$ cat config.mk
export PLATFORM = sky130hd
export DESIGN_NAME = bmp_port
export DESIGN_NICKNAME = d
export VERILOG_FILES = /design/src/core/bmp_pkg.sv /design/src/core/bmp_port.sv
export VERILOG_INCLUDE_DIRS = /design/src /design/src/core
export SDC_FILE = /design/constraint.sdc
export NUM_CORES = 1
export LEC_CHECK = 0
export BUFFER_PORTS_ARGS = -buffer_cell sky130_fd_sc_hd__buf_2
export CORE_MARGIN = 3
export CORE_UTILIZATION = 58
export DETAILED_ROUTE_END_ITERATION = 7
export GPL_TIMING_DRIVEN = 0
export MAX_ROUTING_LAYER = met4
export PLACE_DENSITY_LB_ADDON = 0.15
export SLEW_MARGIN = 20
export SYNTH_ARGS = -nofsm -noshare
export SYNTH_HDL_FRONTEND = slang
export SYNTH_SLANG_ARGS = --single-unit
$ cat constraint.sdc
create_clock -name clk_i -period 5.1 [get_ports clk_i]
set_input_delay 0.255 -clock clk_i [delete_from_list [all_inputs] [get_ports clk_i]]
set_output_delay 0.255 -clock clk_i [all_outputs]
set_load 0.005 [all_outputs]
$ cat src/core/bmp_regs.svh
// register offsets, field positions, reset values and timing counts of the bus port
`ifndef BMP_REGS_SVH
`define BMP_REGS_SVH

`define BMP_OFF_DCR 12'h000
`define BMP_OFF_CTRL 12'h004
`define BMP_OFF_STAT 12'h008
`define BMP_OFF_ADDR 12'h00C

`define BMP_DCR_WIDTH32 5
`define BMP_DCR_USRIN_A 8
`define BMP_DCR_USRIN_B 9
`define BMP_DCR_SYNC 10
`define BMP_DCR_USROUT_A 11
`define BMP_DCR_USROUT_B 12
`define BMP_DCR_RST 16'h0000
`define BMP_DCR_MASK 16'h3FFF

`define BMP_CTRL_START 0
`define BMP_CTRL_WRITE 1
`define BMP_CTRL_CNT_LSB 8

`define BMP_STAT_REQ 0
`define BMP_STAT_MASTER 1
`define BMP_STAT_BUSY 2
`define BMP_STAT_CNT_LSB 8

`define BMP_CAP_DELAY 2'h2
`define BMP_MEAN_UPPER 16'h0000

`endif

$ cat src/core/bmp_pkg.sv
// types of the bus port: states, pin bundles and the module state record
package bmp_pkg;

	typedef enum logic [2:0] {
		BMP_IDLE = 3'h0,
		BMP_REQ = 3'h1,
		BMP_CYC = 3'h3,
		BMP_WAIT = 3'h2,
		BMP_GAP = 3'h6
	} bmp_state_t;

	typedef struct packed {
		logic grant_n;
		logic strobe_n;
		logic ack_low_n;
		logic ack_high_n;
		logic gack_n;
		logic sel_n;
		logic dir;
		logic [1:0] usr;
		logic [15:0] data;
	} bmp_pins_t;

	typedef struct packed {
		logic [31:0] paddr;
		logic psel;
		logic penable;
		logic pwrite;
		logic [31:0] pwdata;
	} bmp_apb_req_t;

	typedef struct packed {
		logic [31:0] prdata;
		logic pready;
		logic pslverr;
	} bmp_apb_rsp_t;

	typedef struct packed {
		bmp_state_t state;
		bmp_pins_t s1;
		bmp_pins_t s2;
		logic [1:0] ack3;
		logic [15:0] data_config_register;
		logic [7:0] cnt_tgt;
		logic [7:0] cnt;
		logic mem_write;
		logic [31:0] addr;
		logic [1:0] cap_cnt;
		logic cap_done;
		logic req_oe;
		logic gack_oe;
		logic as_oe;
		logic rw_out;
		logic ack_oe;
		logic [31:0] dout;
		logic dout_oe;
		logic slv_busy;
		bmp_apb_rsp_t rsp;
	} bmp_st_t;

endpackage

$ cat src/core/bmp_port.sv
// system bus port: arbitration, slave register access and acknowledge-terminated master cycles
//
// The register offsets and the APB slave port were chosen for this implementation.
`timescale 1ns/1ns
`include "bmp_regs.svh"

module bmp_port (
	input wire logic clk_i,
	input wire logic rst_n_i,
	input wire bmp_pkg::bmp_apb_req_t apb_i,
	output bmp_pkg::bmp_apb_rsp_t apb_o,
	output logic request_out_o,
	output logic request_out_oe_o,
	input wire logic grant_in_n_i,
	input wire logic address_strobe_n_i,
	output logic address_strobe_n_o,
	output logic address_strobe_oe_o,
	input wire logic grant_acknowledge_n_i,
	output logic grant_acknowledge_n_o,
	output logic grant_acknowledge_oe_o,
	input wire logic width_ack_low_n_i,
	input wire logic width_ack_high_n_i,
	output logic width_ack_low_n_o,
	output logic width_ack_high_n_o,
	output logic width_ack_oe_o,
	input wire logic chip_select_n_i,
	input wire logic slave_direction_i,
	input wire logic [15:0] data_i,
	output logic [31:0] data_o,
	output logic data_oe_o,
	output logic [31:0] mem_addr_o,
	output logic mem_read_write_o,
	input wire logic user_pin_a_i,
	input wire logic user_pin_b_i,
	output logic user_pin_a_o,
	output logic user_pin_b_o,
	output logic user_pins_oe_o
);

	bmp_pkg::bmp_st_t q, d;
	bmp_pkg::bmp_pins_t pins;
	logic [1:0] ack_n;
	logic bus_free;
	logic ack_done;
	logic setup;
	logic access;
	logic [11:0] off;
	logic mapped;
	logic [31:0] rd;
	logic apb_ctrl_wr;
	logic apb_dcr_wr;
	// decoded conditions that the state record update reads
	logic apb_addr_wr;
	logic start_req;
	logic claim_ok;
	logic acks_off;
	logic last_cycle;
	logic [31:0] addr_step;
	logic slv_start;
	logic slv_end;

	always_comb begin
		pins.grant_n = grant_in_n_i;
		pins.strobe_n = address_strobe_n_i;
		pins.ack_low_n = width_ack_low_n_i;
		pins.ack_high_n = width_ack_high_n_i;
		pins.gack_n = grant_acknowledge_n_i;
		pins.sel_n = chip_select_n_i;
		pins.dir = slave_direction_i;
		pins.usr = {user_pin_b_i, user_pin_a_i};
		pins.data = data_i;
	end

	// async sampling adds a stage so a marginal edge gets extra settling time
	always_comb begin
		if (q.data_config_register[`BMP_DCR_SYNC]) begin
			ack_n = {q.s2.ack_high_n, q.s2.ack_low_n};
		end else begin
			ack_n = q.ack3;
		end
	end

	// our own strobe and acknowledge are not masked out: the strobe is never driven while idle, and the acknowledge only in a host access, which blocks the claim
	assign bus_free = !q.s2.grant_n
		&& q.s2.strobe_n
		&& q.s2.ack_low_n && q.s2.ack_high_n
		&& q.s2.gack_n;

	// user pins are outputs while we own the bus, so they must be captured first
	assign claim_ok = bus_free && !q.slv_busy && q.cap_done;

	// width comes only from the config register, never from which acknowledge arrived
	assign ack_done = q.data_config_register[`BMP_DCR_WIDTH32] ? (ack_n == 2'b00)
		: !ack_n[1];
	assign addr_step = q.data_config_register[`BMP_DCR_WIDTH32] ? 32'h0000_0004 : 32'h0000_0002;
	assign last_cycle = (q.cnt + 8'h01) == q.cnt_tgt;
	// a slave still holding an acknowledge would end our next cycle at once
	assign acks_off = (ack_n == 2'b11);

	assign setup = apb_i.psel && !apb_i.penable;
	assign access = apb_i.psel && apb_i.penable && q.rsp.pready;
	assign off = apb_i.paddr[11:0];
	// an unmapped offset answers with an error and changes nothing
	assign mapped = (off == `BMP_OFF_DCR) || (off == `BMP_OFF_CTRL)
		|| (off == `BMP_OFF_STAT) || (off == `BMP_OFF_ADDR);
	assign apb_dcr_wr = access && apb_i.pwrite && (off == `BMP_OFF_DCR);
	assign apb_ctrl_wr = access && apb_i.pwrite && (off == `BMP_OFF_CTRL);
	assign apb_addr_wr = access && apb_i.pwrite && (off == `BMP_OFF_ADDR);
	// a start with a zero count would claim the bus for nothing, so it is ignored
	assign start_req = apb_ctrl_wr && apb_i.pwdata[`BMP_CTRL_START]
		&& (apb_i.pwdata[`BMP_CTRL_CNT_LSB +: 8] != 8'h00);

	// a host access is seen only once the select is through both sync flops
	assign slv_start = !q.slv_busy && !q.s2.sel_n;
	assign slv_end = q.slv_busy && q.s2.sel_n;

	always_comb begin
		rd = 32'h0000_0000;
		case (off)
			`BMP_OFF_DCR: begin
				rd = {16'h0000, q.data_config_register};
			end
			`BMP_OFF_CTRL: begin
				// start reads back as zero: it is a strobe, not a setting
				rd[`BMP_CTRL_WRITE] = q.mem_write;
				rd[`BMP_CTRL_CNT_LSB +: 8] = q.cnt_tgt;
			end
			`BMP_OFF_STAT: begin
				rd[`BMP_STAT_REQ] = q.req_oe;
				rd[`BMP_STAT_MASTER] = q.gack_oe;
				rd[`BMP_STAT_BUSY] = (q.state != bmp_pkg::BMP_IDLE);
				rd[`BMP_STAT_CNT_LSB +: 8] = q.cnt;
			end
			`BMP_OFF_ADDR: begin
				rd = q.addr;
			end
			default: begin
				rd = 32'h0000_0000;
			end
		endcase
	end

	always_comb begin
		d = q;
		// every pin passes two flops before any decision reads it
		d.s1 = pins;
		d.s2 = q.s1;
		d.ack3 = {q.s2.ack_high_n, q.s2.ack_low_n};

		// no wait state: the answer is registered in the cycle after setup
		d.rsp.pready = setup;
		d.rsp.pslverr = setup && !mapped;
		if (setup) begin
			d.rsp.prdata = apb_i.pwrite ? 32'h0000_0000 : rd;
		end

		// user pins are taken once the synchronised level is valid after release
		if (!q.cap_done) begin
			d.cap_cnt = q.cap_cnt + 2'h1;
			if (q.cap_cnt == `BMP_CAP_DELAY) begin
				d.cap_done = 1'b1;
				d.data_config_register[`BMP_DCR_USRIN_A] = q.s2.usr[0];
				d.data_config_register[`BMP_DCR_USRIN_B] = q.s2.usr[1];
			end
		end

		if (apb_dcr_wr) begin
			d.data_config_register = apb_i.pwdata[15:0] & `BMP_DCR_MASK;
		end
		if (apb_addr_wr) begin
			d.addr = apb_i.pwdata;
		end
		if (apb_ctrl_wr) begin
			d.mem_write = apb_i.pwdata[`BMP_CTRL_WRITE];
			d.cnt_tgt = apb_i.pwdata[`BMP_CTRL_CNT_LSB +: 8];
		end

		// slave access from the host pins; a config write from APB wins a collision
		if (slv_start) begin
			d.slv_busy = 1'b1;
			d.ack_oe = 1'b1;
			if (q.s2.dir) begin
				d.dout = {`BMP_MEAN_UPPER, q.data_config_register};
				d.dout_oe = 1'b1;
			end else if (!apb_dcr_wr) begin
				d.data_config_register = q.s2.data & `BMP_DCR_MASK;
			end
		end else if (slv_end) begin
			d.slv_busy = 1'b0;
			d.ack_oe = 1'b0;
			d.dout_oe = 1'b0;
		end

		case (q.state)
			bmp_pkg::BMP_IDLE: begin
				if (start_req) begin
					d.cnt = 8'h00;
					d.req_oe = 1'b1;
					d.state = bmp_pkg::BMP_REQ;
				end
			end
			bmp_pkg::BMP_REQ: begin
				// the request is withdrawn on the same edge that claims the bus
				if (claim_ok) begin
					d.req_oe = 1'b0;
					d.gack_oe = 1'b1;
					d.state = bmp_pkg::BMP_CYC;
				end
			end
			bmp_pkg::BMP_CYC: begin
				d.rw_out = !q.mem_write;
				d.as_oe = 1'b1;
				d.state = bmp_pkg::BMP_WAIT;
			end
			bmp_pkg::BMP_WAIT: begin
				if (ack_done) begin
					d.as_oe = 1'b0;
					d.cnt = q.cnt + 8'h01;
					d.addr = q.addr + addr_step;
					// grant acknowledge falls with the final acknowledge, not after it
					if (last_cycle) begin
						d.gack_oe = 1'b0;
					end
					d.state = bmp_pkg::BMP_GAP;
				end
			end
			bmp_pkg::BMP_GAP: begin
				// the slave must let go of both acknowledges before the next strobe
				if (acks_off) begin
					d.state = q.gack_oe ? bmp_pkg::BMP_CYC : bmp_pkg::BMP_IDLE;
				end
			end
			default: begin
				d.state = bmp_pkg::BMP_IDLE;
				d.req_oe = 1'b0;
				d.gack_oe = 1'b0;
				d.as_oe = 1'b0;
			end
		endcase
	end

	always_ff @(posedge clk_i or negedge rst_n_i) begin
		if (!rst_n_i) begin
			// pin stages start at the released level so no false select follows reset
			q.state <= bmp_pkg::BMP_IDLE;
			q.s1 <= '1;
			q.s2 <= '1;
			q.ack3 <= 2'b11;
			q.data_config_register <= `BMP_DCR_RST;
			q.cnt_tgt <= 8'h00;
			q.cnt <= 8'h00;
			q.mem_write <= 1'b0;
			q.addr <= 32'h0000_0000;
			q.cap_cnt <= 2'h0;
			q.cap_done <= 1'b0;
			q.req_oe <= 1'b0;
			q.gack_oe <= 1'b0;
			q.as_oe <= 1'b0;
			q.rw_out <= 1'b1;
			q.ack_oe <= 1'b0;
			q.dout <= 32'h0000_0000;
			q.dout_oe <= 1'b0;
			q.slv_busy <= 1'b0;
			q.rsp <= '0;
		end else begin
			q <= d;
		end
	end

	// the control pins are open-drain style: their levels are fixed low and each enable is a register
	assign apb_o = q.rsp;
	assign request_out_o = 1'b0;
	assign request_out_oe_o = q.req_oe;
	assign address_strobe_n_o = 1'b0;
	assign address_strobe_oe_o = q.as_oe;
	assign grant_acknowledge_n_o = 1'b0;
	assign grant_acknowledge_oe_o = q.gack_oe;
	assign width_ack_low_n_o = 1'b0;
	assign width_ack_high_n_o = 1'b0;
	assign width_ack_oe_o = q.ack_oe;
	assign data_o = q.dout;
	assign data_oe_o = q.dout_oe;
	assign mem_addr_o = q.addr;
	assign mem_read_write_o = q.rw_out;
	assign user_pin_a_o = q.data_config_register[`BMP_DCR_USROUT_A];
	assign user_pin_b_o = q.data_config_register[`BMP_DCR_USROUT_B];
	assign user_pins_oe_o = q.gack_oe;

endmodule

==> results.json <==
{
  "drv_cap": 0,
  "initial_utilization_pct": 60.1,
  "fin_crit_ps": 3040,
  "grt_use_total_pct": 27.6,
  "setup_ws_ps": 2060,
  "fillers": 1052,
  "critPathLaunchType": "register",
  "leakage_nw": 5.02,
  "synthTopCellsByArea": "dfrtp_1 (37%), dfstp_2 (15%), buf_4 (9.3%)",
  "clkTransAtPathRegs_ps": 70,
  "slew_viol_final": 0,
  "place_ws_ps": 2210,
  "setup_violations": 0,
  "die_area_um2": 16100,
  "area_growth_pct": 22.7,
  "place_congestion": 0.897,
  "worstPathArrival_ps": 3370,
  "synth.avg_cell_area_um2": 11.1,
  "antenna_left": 0,
  "clkSinkCount": 175,
  "clk-insertion-delay-late_ps": 430,
  "synth-main-ff-cell": "dfrtp_1",
  "clock.fmax_mhz": 329,
  "layout_common_cells": "buf_2 (173), dfrtp_1 (126), buf_4 (105)",
  "synth_cell_type_count": 70,
  "dr_total_vias": 6638,
  "ys_ff_latch": 175,
  "cts_resized": 0,
  "rsz0062_at_grt": "no",
  "required_ps": 5420,
  "synth_top_area_share_pct": 37.2,
  "viasPerCell": 5.62,
  "crit_type": "reg2reg",
  "fp.coreArea_um2": 14100,
  "grt-ovfl-total": 0,
  "synth_top_area_cell": "dfrtp_1",
  "grt_max_degree": 92,
  "p_per_area_nw_per_um2": 337,
  "drt_wl_total_um": 21000,
  "die_height_um": 127,
  "netlist_instances": 764,
  "antenna_found_initial": 1,
  "ys.warnings.count": 0,
  "clockBufferDepth": 2,
  "portBuffers": 160,
  "dr.pass1.iters": 5,
  "critPathCaptureType": "register",
  "grt_pass1_wl_um": 33700,
  "cp_max_fo": 8,
  "final_common_cell": "buf_2",
  "tns_ps": 0,
  "pin_count": 206,
  "die_w_um": 127,
  "yosysSeqAreaShare_pct": 52.5,
  "grt_pass1_vias": 6470,
  "finalCritPeriodShare_pct": 59.6,
  "cts_buffers": 17,
  "num_rows": 43,
  "hold_path_class": "in2reg",
  "cts_root_buf": "clkbuf_16",
  "status": "finished clean",
  "fin_nets": 1089,
  "skew_ps": 7.13,
  "finalHoldViolCount": 0,
  "dp_hpwl_um": 14900,
  "worst_pin_slew_ps": 787,
  "synth_edf_count": 0,
  "drc_errors": 0,
  "synth_async_sr_flop_share_pct": 100,
  "drive_gt1_share_pct": 41.3,
  "maxSlewHeadroom_pct": 47.3,
  "irDropWorstVdd_v": 0.000431,
  "cts_tree": "built",
  "wire_per_inst_um": 17.8,
  "cts.htree.levels": 4,
  "drt_iter0_drc": 672,
  "syn_area_um2": 8470
}
cell families after synthesis:
family	Yosys count	share of synthesized area, %
AND/OR/NAND/NOR	204	12.6
buffers and inverters	149	11.5
adder cells (fa/ha/maj)	7	1.12
XOR/XNOR	10	1.03
multiplexers	52	7.94
flip-flops	175	52.5
other	1	0.0443
AO/OA/AOI/OAI	166	13.3
state kept, by name (all words and copies together), names as in the netlist, 16 cells and up:
| register | cells |
|---|---|
| apb_o | 34 |
| data_o | 16 |
| mem_addr_o | 32 |
| q | 60 |
| d | 25 |
layer usage:
| metal | global-route usage [%] | vias up | wire length [um] |
|---|---|---|---|
| met5 | - | - | 0 |
| met4 | 7.70 | 0 | 413 |
| met3 | 7.20 | 45 | 1580 |
| met2 | 43.1 | 294 | 10300 |
| met1 | 36.1 | 3227 | 8770 |
| li1 | - | 3072 | - |
metrics by stage:
| step | hold WS, ps | total power [mW] | cell area (um^2) | instances | utilization (%) |
|---|---|---|---|---|---|
| after floorplan | -40.6 | 2.05 | 8540 | 784 | - |
| after global routing | 49.3 | 3.66 | 10400 | 1182 | 73.7 |
| final | 69.5 | 3.50 | 10400 | 1182 | 73.7 |
| after detailed placement | 299 | 2.31 | 9600 | 1125 | 68.1 |
| after CTS | 49.3 | 3.52 | 10400 | 1181 | 73.7 |
| after global placement | 345 | 2.28 | 9570 | 1124 | 67.9 |
final timing paths:
| path | start | endpoint | slack [ps] | cells after the start |
|---|---|---|---|---|
| max | q[130] | mem_addr_o[19] | 2060 | 9 |
| min in group asynchronous | rst_n_i | apb_o[13] | 400 | 2 |
| max in group asynchronous | rst_n_i | d[149] | 3840 | 3 |
| min | apb_i[26] | mem_addr_o[26] | 70 | 3 |
| max reg2reg | q[130] | mem_addr_o[19] | 2060 | 9 |
| min reg2reg | d[143] | q[143] | 350 | 0 |
synth_stat cells (6+ instances only):
library cell  count
dfrtp_1         126
a21oi_1          33
o22ai_1           8
buf_4           105
o21ai_0          42
nand4_1           6
and3_1            6
mux2i_1          15
ha_1              6
a22oi_1           8
clkbuf_1         14
mux4_2            8
a211oi_1         10
nand3_1          20
xnor2_1           6
buf_2            14
dfstp_2          49
nand2_1          59
a22o_1           28
nor2_1           59
mux2_2           27
inv_1            14
nor3_1           10
power by group:
| group | internal, mW | switching, mW | leakage, nW | total (mW) |
|---|---|---|---|---|
| Combinational | 0.341 | 0.274 | 2.63 | 0.615 |
| Clock | 0.668 | 0.536 | 0.269 | 1.20 |
| Sequential | 1.55 | 0.131 | 2.12 | 1.68 |
| Total | 2.56 | 0.941 | 5.02 | 3.50 |
critical path: stages, from the launching register on:
cell and delay [ps]:
dfrtp_1 460, inv_1 190, ha_1 210, inv_1 50
fa_1 470, nor3_2 540, nand3_1 230, nor2_1 390
a211oi_1 150, a211oi_1 260
layout make-up:
type	count	area (um^2)	area share [%]
Clock inverter	8	55.1	0.530
Buffer	135	918	8.84
Antenna cell	1	2.50	0.0241
Clock buffer	24	483	4.65
Inverter	14	52.6	0.506
Multi-Input combinational cell	460	3130	30.1
Tap cell	180	225	2.17
Timing Repair Buffer	185	1080	10.4
Sequential cell	175	4440	42.8
what timing repair did:
item	in CTS	in global routing
hold buffers	24	0
buffers inserted	0	0
setup endpoints to repair	0	0
hold endpoints to repair	101	0
Note: power is estimated with default switching activity, not from simulation.
